--- src/lcdft_defs.svh ---
`ifndef LCDFT_DEFS_SVH
`define LCDFT_DEFS_SVH

// Register map, one byte-wide register per aligned word
`define LCDFT_ADDR_CMD 8'h00
`define LCDFT_ADDR_PARAM 8'h04
`define LCDFT_ADDR_BPL 8'h08
`define LCDFT_ADDR_LLEN 8'h0c
`define LCDFT_ADDR_LPF 8'h10
`define LCDFT_ADDR_PITCHL 8'h14
`define LCDFT_ADDR_PITCHH 8'h18
`define LCDFT_ADDR_CONFIG 8'h1c
`define LCDFT_ADDR_STATUS 8'h20

// Command codes
`define LCDFT_CMD_SYSSET 8'h01
`define LCDFT_CMD_SLEEP 8'h02
`define LCDFT_CMD_DISPLAY_EN 8'h03

// Parameter positions after the system-configuration command
`define LCDFT_PIDX_NONE 4'd0
`define LCDFT_PIDX_CONFIG 4'd1
`define LCDFT_PIDX_BPL 4'd4
`define LCDFT_PIDX_LLEN 4'd5
`define LCDFT_PIDX_LPF 4'd6
`define LCDFT_PIDX_PITCHL 4'd7
`define LCDFT_PIDX_PITCHH 4'd8

// Field positions and limits
`define LCDFT_PANEL_BIT 3
`define LCDFT_BPL_MAX 8'hef

// Reset values
`define LCDFT_RST_CONFIG 8'h00
`define LCDFT_RST_BPL 8'h27
`define LCDFT_RST_LLEN 8'h2f
`define LCDFT_RST_LPF 8'h3f
`define LCDFT_RST_PITCH 16'h0028

// Clock cycles per byte period
`define LCDFT_BYTE_DIV 4'h4

`endif

--- src/lcdft_pkg.sv ---
`default_nettype none

package lcdft_pkg;

   typedef enum logic [3:0] {
      ST_RUN = 4'b0001,
      ST_DRAIN = 4'b0010,
      ST_BLANKFRAME = 4'b0100,
      ST_SLEEP = 4'b1000
   } lcdft_mode_e;

   typedef struct packed {
      logic [3:0] div;
      logic [7:0] pos;
      logic [7:0] line;
      logic [15:0] lineBase;
      logic [15:0] addr;
      logic inDisp;
      logic lineStart;
      logic frameStart;
   } lcdft_ras_s;

   typedef struct packed {
      lcdft_mode_e mode;
      logic [7:0] cfgByte;
      logic [7:0] bpl;
      logic [7:0] llen;
      logic [7:0] lpf;
      logic [15:0] pitch;
      logic [3:0] pidx;
      logic [7:0] rdData;
      logic busOe;
      logic [15:0] memAddr;
      logic memRdN;
      logic [7:0] memSync1;
      logic [7:0] memSync2;
      logic [7:0] colData;
      logic colLatch;
      logic frameMark;
      logic rowDisN;
      logic oscEn;
   } lcdft_top_s;

endpackage

`default_nettype wire

--- src/lcdft_raster.sv ---
`timescale 1ns/1ps
`default_nettype none
`include "lcdft_defs.svh"

module lcdft_raster
   import lcdft_pkg::*;
(
   // Clock and reset
   input wire logic clock,
   input wire logic rst_n,
   // Control
   input wire logic run,
   input wire logic [7:0] bytesPerLine,
   input wire logic [7:0] lineLength,
   input wire logic [7:0] linesPerFrame,
   input wire logic [15:0] pitch,
   // Raster position
   output logic [7:0] bytePos,
   output logic inDisplay,
   output logic [15:0] rasAddr,
   output logic lineStart,
   output logic frameStart
);

   lcdft_ras_s st_ff;
   lcdft_ras_s nxt_st;

   localparam lcdft_ras_s RAS_RST = '{default: '0, inDisp: 1'b1};

   always_comb begin
      nxt_st = st_ff;
      nxt_st.lineStart = 1'b0;
      nxt_st.frameStart = 1'b0;
      // Stopped oscillator: counters and address freeze in place; line and frame strobes clear
      if (run) begin
         if (st_ff.div == `LCDFT_BYTE_DIV - 4'h1) begin
            nxt_st.div = 4'h0;
            if (st_ff.pos == lineLength) begin
               nxt_st.pos = 8'h00;
               nxt_st.lineStart = 1'b1;
               if (st_ff.line == linesPerFrame) begin
                  nxt_st.line = 8'h00;
                  nxt_st.lineBase = 16'h0000;
                  nxt_st.frameStart = 1'b1;
               end else begin
                  nxt_st.line = st_ff.line + 8'h01;
                  nxt_st.lineBase = st_ff.lineBase + pitch;
               end
               nxt_st.addr = nxt_st.lineBase;
            end else begin
               nxt_st.pos = st_ff.pos + 8'h01;
               nxt_st.addr = st_ff.addr + 16'h0001;
            end
            nxt_st.inDisp = (nxt_st.pos <= bytesPerLine);
         end else begin
            nxt_st.div = st_ff.div + 4'h1;
         end
      end
   end

   always_ff @(posedge clock) begin
      if (!rst_n) begin
         st_ff <= RAS_RST;
      end else begin
         st_ff <= nxt_st;
      end
   end

   assign bytePos = st_ff.pos;
   assign inDisplay = st_ff.inDisp;
   assign rasAddr = st_ff.addr;
   assign lineStart = st_ff.lineStart;
   assign frameStart = st_ff.frameStart;
endmodule // lcdft_raster

`default_nettype wire

--- src/lcdft_frame_timing.sv ---
// The implementer's own choices: the address-and-strobe port and the placing of the registers.
`timescale 1ns/1ps
`default_nettype none
`include "lcdft_defs.svh"

// Summary of operation
// - Bytes-per-line setting 0..239 shows setting plus one bytes per line.
// - Bytes per line within pitch; positions past it are blanked.
// - Line length setting 0..255 gives setting plus one byte periods.
// - Lines-per-frame setting 0..255 gives setting plus one lines.
// - Pitch is sixteen bits, low byte then high byte, per-line increment.
// - Sleep command has no parameters; later parameter bytes are ignored.
// - After sleep command, at least one blank frame, then halt oscillator.
// - On sleep entry, blank column data and disable row drivers.
// - Row disable goes low one to two frames after sleep command.
// - Configuration registers stay unchanged through sleep.
// - Memory control outputs hold their levels during sleep.
// - System-configuration command plus first parameter byte wakes the device.
// - Bus lines go high impedance while asleep.
// - Panel select bit: clear single panel, set dual panel.

module lcdft_frame_timing
   import lcdft_pkg::*;
(
   // Clock and reset
   input wire logic clock,
   input wire logic rst_n,
   // Register port
   input wire logic [7:0] regAddr,
   input wire logic [7:0] regWrData,
   input wire logic regWr,
   input wire logic regRd,
   output logic [7:0] regRdData,
   output logic hostBusOe,
   // Display memory
   output logic [15:0] memAddr,
   output logic memRdN,
   input wire logic [7:0] memDataIn,
   // Panel drivers
   output logic [7:0] colData,
   output logic colLatch,
   output logic frameMark,
   output logic rowDriverDisableN,
   // Power
   output logic oscEnable
);

   lcdft_top_s st_ff;
   lcdft_top_s nxt_st;

   localparam lcdft_top_s TOP_RST = '{
      mode: ST_RUN,
      cfgByte: `LCDFT_RST_CONFIG,
      bpl: `LCDFT_RST_BPL,
      llen: `LCDFT_RST_LLEN,
      lpf: `LCDFT_RST_LPF,
      pitch: `LCDFT_RST_PITCH,
      pidx: `LCDFT_PIDX_NONE,
      rdData: 8'h00,
      busOe: 1'b0,
      memAddr: 16'h0000,
      memRdN: 1'b1,
      memSync1: 8'h00,
      memSync2: 8'h00,
      colData: 8'h00,
      colLatch: 1'b0,
      frameMark: 1'b0,
      rowDisN: 1'b1,
      oscEn: 1'b1
   };

   logic [7:0] rasPos;
   logic rasInDisp;
   logic [15:0] rasAddr;
   logic rasLineStart;
   logic rasFrameStart;
   logic cmdWr;
   logic paramWr;
   logic dualPanel;
   logic parityBad;
   logic wakeNow;

   assign cmdWr = regWr && (regAddr == `LCDFT_ADDR_CMD);
   assign paramWr = regWr && (regAddr == `LCDFT_ADDR_PARAM);
   assign dualPanel = st_ff.cfgByte[`LCDFT_PANEL_BIT];
   // Flag an even setting in dual mode for software to see
   assign parityBad = dualPanel && !st_ff.lpf[0];
   assign wakeNow = (st_ff.mode == ST_SLEEP) && paramWr && (st_ff.pidx == `LCDFT_PIDX_CONFIG);

   // ST_RUN and ST_SLEEP both open parameters on this code, so one compare serves both
   function automatic logic isSysset(input logic [7:0] code);
      return code == `LCDFT_CMD_SYSSET;
   endfunction

   // Raster keeps running through the blank frame; only sleep stops it
   // Blanking length relies on the host keeping line length above the window
   lcdft_raster u_raster (
      .clock(clock),
      .rst_n(rst_n),
      .run(st_ff.mode != ST_SLEEP),
      .bytesPerLine(st_ff.bpl),
      .lineLength(st_ff.llen),
      .linesPerFrame(st_ff.lpf),
      .pitch(st_ff.pitch),
      .bytePos(rasPos),
      .inDisplay(rasInDisp),
      .rasAddr(rasAddr),
      .lineStart(rasLineStart),
      .frameStart(rasFrameStart)
   );

   always_comb begin
      nxt_st = st_ff;
      nxt_st.busOe = 1'b0;
      nxt_st.rdData = 8'h00;
      nxt_st.memSync1 = memDataIn;
      nxt_st.memSync2 = st_ff.memSync1;

      // Command byte decode
      if (cmdWr) begin
         unique case (st_ff.mode)
            ST_RUN: begin
               if (isSysset(regWrData)) begin
                  nxt_st.pidx = `LCDFT_PIDX_CONFIG;
               end else if (regWrData == `LCDFT_CMD_SLEEP) begin
                  nxt_st.pidx = `LCDFT_PIDX_NONE;
                  nxt_st.mode = ST_DRAIN;
               end else begin
                  nxt_st.pidx = `LCDFT_PIDX_NONE;
               end
            end
            ST_SLEEP: begin
               // Only the system-configuration command is heard while asleep
               if (isSysset(regWrData)) begin
                  nxt_st.pidx = `LCDFT_PIDX_CONFIG;
               end else begin
                  nxt_st.pidx = `LCDFT_PIDX_NONE;
               end
            end
            ST_DRAIN, ST_BLANKFRAME: begin
               nxt_st.pidx = `LCDFT_PIDX_NONE;
            end
         endcase
      end

      // Parameter bytes, ignored unless a command is expecting them
      if (paramWr && (st_ff.pidx != `LCDFT_PIDX_NONE)) begin
         nxt_st.pidx = st_ff.pidx + 4'd1;
         unique case (st_ff.pidx)
            `LCDFT_PIDX_CONFIG: nxt_st.cfgByte = regWrData;
            // Clamp to the largest legal setting
            `LCDFT_PIDX_BPL: begin
               // Values above the legal range cannot reach the raster
               if (regWrData > `LCDFT_BPL_MAX) begin
                  nxt_st.bpl = `LCDFT_BPL_MAX;
               end else begin
                  nxt_st.bpl = regWrData;
               end
            end
            `LCDFT_PIDX_LLEN: nxt_st.llen = regWrData;
            `LCDFT_PIDX_LPF: nxt_st.lpf = regWrData;
            // Pitch low byte first, then high byte
            `LCDFT_PIDX_PITCHL: nxt_st.pitch[7:0] = regWrData;
            `LCDFT_PIDX_PITCHH: begin
               nxt_st.pitch[15:8] = regWrData;
               nxt_st.pidx = `LCDFT_PIDX_NONE;
            end
            default: begin
               // Character-size bytes are accepted and dropped
            end
         endcase
         // First parameter byte alone wakes the device
         if (wakeNow) begin
            nxt_st.pidx = `LCDFT_PIDX_NONE;
            nxt_st.mode = ST_RUN;
            nxt_st.oscEn = 1'b1;
            nxt_st.rowDisN = 1'b1;
         end
      end

      // One full blank frame before halting
      if (rasFrameStart) begin
         if (st_ff.mode == ST_DRAIN) begin
            nxt_st.mode = ST_BLANKFRAME;
         end else if (st_ff.mode == ST_BLANKFRAME) begin
            // Second frame boundary after the command
            nxt_st.mode = ST_SLEEP;
            nxt_st.rowDisN = 1'b0;
            nxt_st.oscEn = 1'b0;
         end
      end

      if (st_ff.mode != ST_SLEEP) begin
         nxt_st.memAddr = rasAddr;
         nxt_st.memRdN = !rasInDisp;
      end

      // Blank column data from the sleep command onward
      if ((st_ff.mode == ST_RUN) && rasInDisp) begin
         nxt_st.colData = st_ff.memSync2;
      end else begin
         nxt_st.colData = 8'h00;
      end
      nxt_st.colLatch = rasLineStart;
      nxt_st.frameMark = rasFrameStart;

      // No read answer is driven while asleep
      if (regRd && (st_ff.mode != ST_SLEEP)) begin
         nxt_st.busOe = 1'b1;
         unique case (regAddr)
            `LCDFT_ADDR_BPL: nxt_st.rdData = st_ff.bpl;
            `LCDFT_ADDR_LLEN: nxt_st.rdData = st_ff.llen;
            `LCDFT_ADDR_LPF: nxt_st.rdData = st_ff.lpf;
            `LCDFT_ADDR_PITCHL: nxt_st.rdData = st_ff.pitch[7:0];
            `LCDFT_ADDR_PITCHH: nxt_st.rdData = st_ff.pitch[15:8];
            `LCDFT_ADDR_CONFIG: nxt_st.rdData = st_ff.cfgByte;
            `LCDFT_ADDR_STATUS: begin
               nxt_st.rdData = {parityBad, dualPanel, st_ff.rowDisN, st_ff.oscEn,
                                st_ff.mode};
            end
            default: nxt_st.rdData = 8'h00;
         endcase
      end
   end

   always_ff @(posedge clock) begin
      if (!rst_n) begin
         st_ff <= TOP_RST;
      end else begin
         st_ff <= nxt_st;
      end
   end

   // Memory data arrives from pins, so colData lags the address by the synchroniser
   assign regRdData = st_ff.rdData;
   assign hostBusOe = st_ff.busOe;
   assign memAddr = st_ff.memAddr;
   assign memRdN = st_ff.memRdN;
   assign colData = st_ff.colData;
   assign colLatch = st_ff.colLatch;
   assign frameMark = st_ff.frameMark;
   assign rowDriverDisableN = st_ff.rowDisN;
   assign oscEnable = st_ff.oscEn;
endmodule // lcdft_frame_timing

`default_nettype wire

--- config.mk ---
export PLATFORM = sky130hd
export DESIGN_NAME = lcdft_frame_timing
export DESIGN_NICKNAME = d
export VERILOG_FILES = /design/src/lcdft_pkg.sv /design/src/lcdft_raster.sv /design/src/lcdft_frame_timing.sv
export VERILOG_INCLUDE_DIRS = /design/src
export SDC_FILE = /design/constraint.sdc
export NUM_CORES = 1
export LEC_CHECK = 0
export BUFFER_PORTS_ARGS = -buffer_cell sky130_fd_sc_hd__clkbuf_2
export CAP_MARGIN = 20
export CORE_MARGIN = 4
export CORE_UTILIZATION = 35
export DETAILED_ROUTE_END_ITERATION = 16
export MAX_ROUTING_LAYER = met4
export RECOVER_POWER = 100
export SYNTH_ARGS = -nofsm -noshare
export SYNTH_HDL_FRONTEND = slang
export SYNTH_HIERARCHICAL = 1
export SYNTH_SLANG_ARGS = --single-unit
--- constraint.sdc ---
create_clock -name clock -period 7.2 [get_ports clock]
set_input_delay 1.44 -clock clock [delete_from_list [all_inputs] [get_ports clock]]
set_output_delay 1.44 -clock clock [all_outputs]
set_load 0.005 [all_outputs]
==> results of run 1 <==
==> cell type report <==
class / count / area [µm²]
well taps: 324 / 405.4
repair buffers: 69 / 307.8
flip-flops and latches: 165 / 3303
inverters: 19 / 71.32
clock buffers: 19 / 442.9
fillers: 2509 / 14990
clock inverters: 13 / 123.9
multi-input cells: 704 / 4607
==> critical path: stages, from the launching register on <==
cell and delay [ns]:
dfxtp_1 0.47, nor4b_1 0.10, clkbuf_1 0.47, inv_1 0.15
clkbuf_1 0.94, nand2_1 0.24, nor3_1 0.23, buf_4 0.35
nand3_1 0.57, and2_0 0.69, a22o_1 0.36
==> worst min-delay path by stage <==
stage | end
after floorplan | colData[0]
after global placement | colData[5]
after detailed placement | colData[6]
after CTS | colData[6]
after global routing | colData[6]
final | colData[7]
==> sequential cells by signal (all words and copies together) (netlist names) <==
| signal | cells |
|---|---|
| colData | 8 |
| colLatch | 1 |
| dualPanel | 1 |
| frameMark | 1 |
| hostBusOe | 1 |
| memAddr | 16 |
| memRdN | 1 |
| nxt_st | 8 |
| oscEnable | 1 |
| regRdData | 8 |
| rowDriverDisableN | 1 |
| st_ff | 63 |
| u_raster/bytePos | 8 |
| u_raster/frameStart | 1 |
| u_raster/inDisplay | 1 |
| u_raster/lineStart | 1 |
| u_raster/rasAddr | 16 |
| u_raster/st_ff | 28 |
==> cells in the final DEF (no fill, tap or decap), types with 19 or more instances in the layout <==
cell type    n
a21boi_0    34
a21oi_1     35
and2_1      22
clkbuf_1    33
clkbuf_2    33
dfxtp_1    165
ha_1        31
inv_1       19
mux2i_1     43
nand2_1    130
nand3_1     47
nand4_1     22
nor2_1      39
nor2b_1     29
o21ai_0     53
xnor2_1     19
xor2_1      34
==> routing by layer <==
metal / up-vias / share of wire, %
met2: 121 / 46
met5: - / 0
li1: 3390 / -
met4: 0 / 2.1
met1: 3154 / 48
met3: 28 / 3.9
==> stage by stage <==
| stage | area (µm²) | cells | setup slack [ns] | util (%) |
|---|---|---|---|---|
| 2_1_floorplan | 8617 | 985 | 4.161 | - |
| 3_3_place_gp | 8807 | 1281 | 3.596 | 36.32 |
| 3_5_place_dp | 8807 | 1281 | 3.570 | 36.32 |
| 4_1_cts | 9374 | 1313 | 3.890 | 38.66 |
| 5_1_grt | 9261 | 1313 | 1.952 | 38.19 |
| 6_report | 9261 | 1313 | 2.488 | 38.19 |
==> power groups by stage <==
stage | logic [µW] | registers [µW] | clock network, µW
floorplan | 55.7 | 946 | 0
global placement | 80.9 | 947 | 0
detailed placement | 82.1 | 947 | 0
CTS | 82.4 | 927 | 899
global route | 88.3 | 927 | 938
finish | 80.0 | 927 | 878
==> results.md, run 1 <==
- Result of the run: finished with violations
- Violations in the final reports: capacitance limit, slew limit
- # H-tree levels: 4
- Number of global-route vias before repair: 6302
- Antenna cells: 0
- CP Max Fanout: 28
- Hold Vio Cnt, Final: 0
- Sequential power share: 49.2%
- Routed wirelength normalized by instance count: 16.18 µm
- Combinational Power Share: 4.2%
- Post-CTS Setup Bufs: 0
- Total via count after detailed routing: 6693
- Max-slew violation count: 9
- Hold Crit Start: st_ff[19]
- Weighted congestion reported at the end of routability-driven placement: 0.9200
- Net switching power: 445.3 µW
- Critical path start-end classification: register to register
- Max-cap check violation count: 2
- Detailed Routing Iterations Pass 1: 5
- Largest net degree at the start of global routing: 84
- Slew @ Worst Pin: 2.191 ns
- Min-delay worst type: register to register
- Rel. slew slack: -47.41%
- Post-Syn Area: 8617 µm²
- Number of I/O pins: 66
- Detailed Place HPWL: 15480 µm
- Clk_lat worst skew: 0.42 ns
- Worst Setup End Kind: register
- Max Fclk: 212.2 MHz
- Global route hottest layer: met2
- Pwr per Cell Area: 203.5 nW/µm²
- Met2 track utilization from global routing: 25.27%
- Overall fraction of global-route tracks in use: 16.16%
- Clock skew after layout: 0.01026 ns
- Initial standard-cell utilization of the core: 35.54%
- Vias/cell: 5.097
- Critical path arrival: 5.03 ns
- Area added between synthesis and finish: 7.478%
- Drt initial violations: 575
- Count of hold buffers inserted by post-cts repair: 0
- Worst setup SP type: register
- Row Count: 57
- Met1 track demand over resource in global routing: 21.38%
- Sink count of the clock tree: 165
- Maximum ir drop on the vdd rail: 0.1605 mV
- Total length of routed wires: 21240 µm
- Initial antenna violation count: 0
- Buffer depth of the longest clock path: 2
- DRC violation count after routing: 0
- Setup violators final: 0
- Clock transition at the registers of the reported paths: 0.07 ns
- Wire length of the first global-routing pass: 33890 µm
- Die height: 164.9 µm
- Number of nets in the final layout: 1036
- Area of the die: 27190 µm²
- PnR Total Power: 1885 µW
- Critical Path Source: st_ff[107]
- Number of standard cells after synthesis: 985
- Clk Tree Root Cell: clkbuf_16
- Met3 track utilization from global routing: 2.845%
- Internal power contribution: 1439 µW
- Aggregate global routing overflow: 0
- Post-Route Hold Slack: 0.4265 ns
- Cts bufs inserted: 17
- Post-route clock period utilization: 65.44%
- Ratio of cells with drive above 1 in the final layout: 8.999%
- TritonCTS clock tree: done
- Synth warn: 6
- Critical path data required time: 7.51 ns
- Sum Neg Setup Slack: 0 ns
- Critical register-to-register path endpoint: u_raster/st_ff[21]
- Mean instance size in the synthesized netlist: 8.748 µm²
- Leakage power of the design: 0.003571 µW
- Post-layout min period: 4.712 ns
- Post-synth net total: 1045
- Fraction of power consumed by the clock network: 46.6%
- Worst setup path end: u_raster/st_ff[21]
- Buffers added on ports: 65
- Reg2reg start: st_ff[107]
- Net switching share of the total power: 23.63%
- WHS Path Cells: 1
- Core area: 24250 µm²
- Post-detailed-route count of antenna-violating nets: 0
- Worst reg2reg setup slack: 2.49 ns
- Die width: 164.9 µm
- PostCTS Resize Cnt: 0
- Unrepaired setup endpoints after global routing: no
- Number of cells on the worst reg-to-reg path: 10
Power figures use the tool's default switching activity.
==> run 2: changes to the inputs <==
- clock period: 7.2 -> 4.1 ns (I/O delays scaled with it)
==> results.md, run 2 (synthesized netlist as in run 1, its figures left out) <==
- Number of global-route vias before repair: 6386 (+1.3%)
- Pwr per Cell Area: 367.3 nW/µm² (+80%)
- DRC violation count after routing: 0 (unchanged)
- Clk Tree Root Cell: clkbuf_16
- Die width: 164.9 µm (unchanged)
- Unrepaired setup endpoints after global routing: no
- Wire length of the first global-routing pass: 34510 µm (+1.8%)
- Largest net degree at the start of global routing: 69 (-18%)
- Die height: 164.9 µm (unchanged)
- Drt initial violations: 438 (-24%)
- Critical path arrival: 3.65 ns (-1.38 ns)
- Register with the highest flop count: st_ff
- TritonCTS clock tree: done
- Area added between synthesis and finish: 8.436%
- Clock transition at the registers of the reported paths: 0.07 ns (about the same)
- Detailed Routing Iterations Pass 1: 5 (unchanged)
- Core area: 24250 µm² (unchanged)
- Critical path data required time: 4.38 ns (-3.13 ns)
- Worst setup SP type: input pin
- Sink count of the clock tree: 165 (unchanged)
- Vias/cell: 5.216 (+2.3%)
- Clk_lat worst skew: 0.42 ns (about the same)
- Post-route clock period utilization: 82.26%
- Total length of routed wires: 21630 µm (+1.8%)
- PostCTS Resize Cnt: 0 (unchanged)
- Max-slew violation count: 0 (-9)
- Buffers added on ports: 65 (unchanged)
- Cts bufs inserted: 17 (unchanged)
- Number of nets in the final layout: 1038 (+0.19%)
- Post-layout min period: 3.373 ns
- Count of hold buffers inserted by post-cts repair: 0 (unchanged)
- Area of the die: 27190 µm² (unchanged)
- Commonest non-fill, non-tap cells in the layout: dfxtp_1 (165), nand2_1 (130), o21ai_0 (54)
- Number of I/O pins: 66 (unchanged)
- Setup WS post-layout: 0.7275 ns (-1.761 ns)
- Initial standard-cell utilization of the core: 35.54% (unchanged)
- Routed wirelength normalized by instance count: 16.46 µm (+1.8%)
- Leakage power of the design: 0.003608 µW (+1.0%)
- Post-CTS Setup Bufs: 0 (unchanged)
- Ratio of cells with drive above 1 in the final layout: 9.394% (+0.39 points)
- Biggest registers after layout: st_ff: 63 flops, u_raster/st_ff: 28 flops
- Total via count after detailed routing: 6854 (+2.4%)
- Max Fclk: 296.5 MHz
- Detailed Place HPWL: 15790 µm (+2.0%)
- Maximum ir drop on the vdd rail: 0.3017 mV (+88%)
- Row Count: 57 (unchanged)
- Result of the run: finished, final reports clean
- Setup violators final: 0 (unchanged)
- Most common cell after layout, fill and taps aside: dfxtp_1
- Rel. slew slack: 11.73% (+59 points)
- Weighted congestion reported at the end of routability-driven placement: 0.8935 (-2.9%)
- Worst setup timing slack at the placement stage: 1.133 ns (-2.437 ns)
- Buffer depth of the longest clock path: 2 (unchanged)
- Worst Setup End Kind: register
- # H-tree levels: 4 (unchanged)
- Clock skew after layout: 0.009272 ns (-0.0009911 ns)
- Slew @ Worst Pin: 1.324 ns (-0.8669 ns)
- Initial antenna violation count: 0 (unchanged)
- Worst reg2reg setup slack: 0.86 ns (-1.63 ns)
- CP Max Fanout: 24 (-14%)
- Overall fraction of global-route tracks in use: 16.52% (+0.36 points)
- Sum Neg Setup Slack: 0 ns (unchanged)
- Antenna cells: 0 (unchanged)
- Max-cap check violation count: 0 (-2)
- Post-detailed-route count of antenna-violating nets: 0 (unchanged)
- Filler cell count in the final layout: 2488 (-0.84%)
- Flip-flop count of the largest register after layout: 63 (unchanged)
- Hold Vio Cnt, Final: 0 (unchanged)
- Aggregate global routing overflow: 0 (unchanged)
- Min-delay worst type: register to register
- Critical path start-end classification: input pin to register
-- run 2: layer usage --
| metal | routed length (µm) | vias up | part of all wire (%) | global-route usage [%] |
|---|---|---|---|---|
| met3 | 1016 | 42 | 4.7 | 2.670 |
| li1 | - | 3383 | - | - |
| met2 | 9877 | 169 | 46 | 25.85 |
| met1 | 10130 | 3260 | 47 | 21.34 |
| met5 | 0 | - | 0 | - |
| met4 | 604 | 0 | 2.8 | 6.730 |
-- run 2: critical path, cell delays in order --
cell      delay, ns
clkbuf_1       0.82
or4b_1         0.57
nor4_2         1.04
mux2i_1        0.31
nand2_1        0.08
-- run 2: cell type report --
class                      count  area [µm²]  area share (%)
inverter                      19       71.32          0.7633
clock buffer                  20       466.7           4.995
clock inverter                11       148.9           1.593
multi-input combinational    704        4628           49.53
sequential                   165        3303           35.35
timing repair buffer          71       320.3           3.428
tap                          324       405.4           4.339
-- run 2: path summary, 6_finish.rpt --
check             cells past startpoint  startpoint             endpoint
setup / recovery                      5  regAddr[2]            st_ff[61]
hold / removal                        1   st_ff[17]           colData[5]
setup reg to reg                      9  st_ff[108]  u_raster/rasAddr[8]
hold reg to reg                       1   st_ff[17]           colData[5]
-- run 2: through the flow --
step / cells / utilization [%] / power (µW) / area (µm²) / hold slack [ns]
2_1_floorplan: 985 / - / 1758 / 8617 / 0.4057
3_3_place_gp: 1283 / 36.38 / 1807 / 8822 / 0.4073
3_5_place_dp: 1283 / 36.38 / 1809 / 8822 / 0.4113
4_1_cts: 1314 / 38.92 / 3470 / 9438 / 0.4253
5_1_grt: 1314 / 38.53 / 3550 / 9344 / 0.4419
6_report: 1314 / 38.53 / 3432 / 9344 / 0.4229
-- run 2: power breakdown --
part	internal, µW	leakage (µW)	switching, µW
Clock	1010	0.000295	656
Sequential	1620	0.00133	8.43
Combinational	50.4	0.00198	92.0
Total	2680	0.00361	757
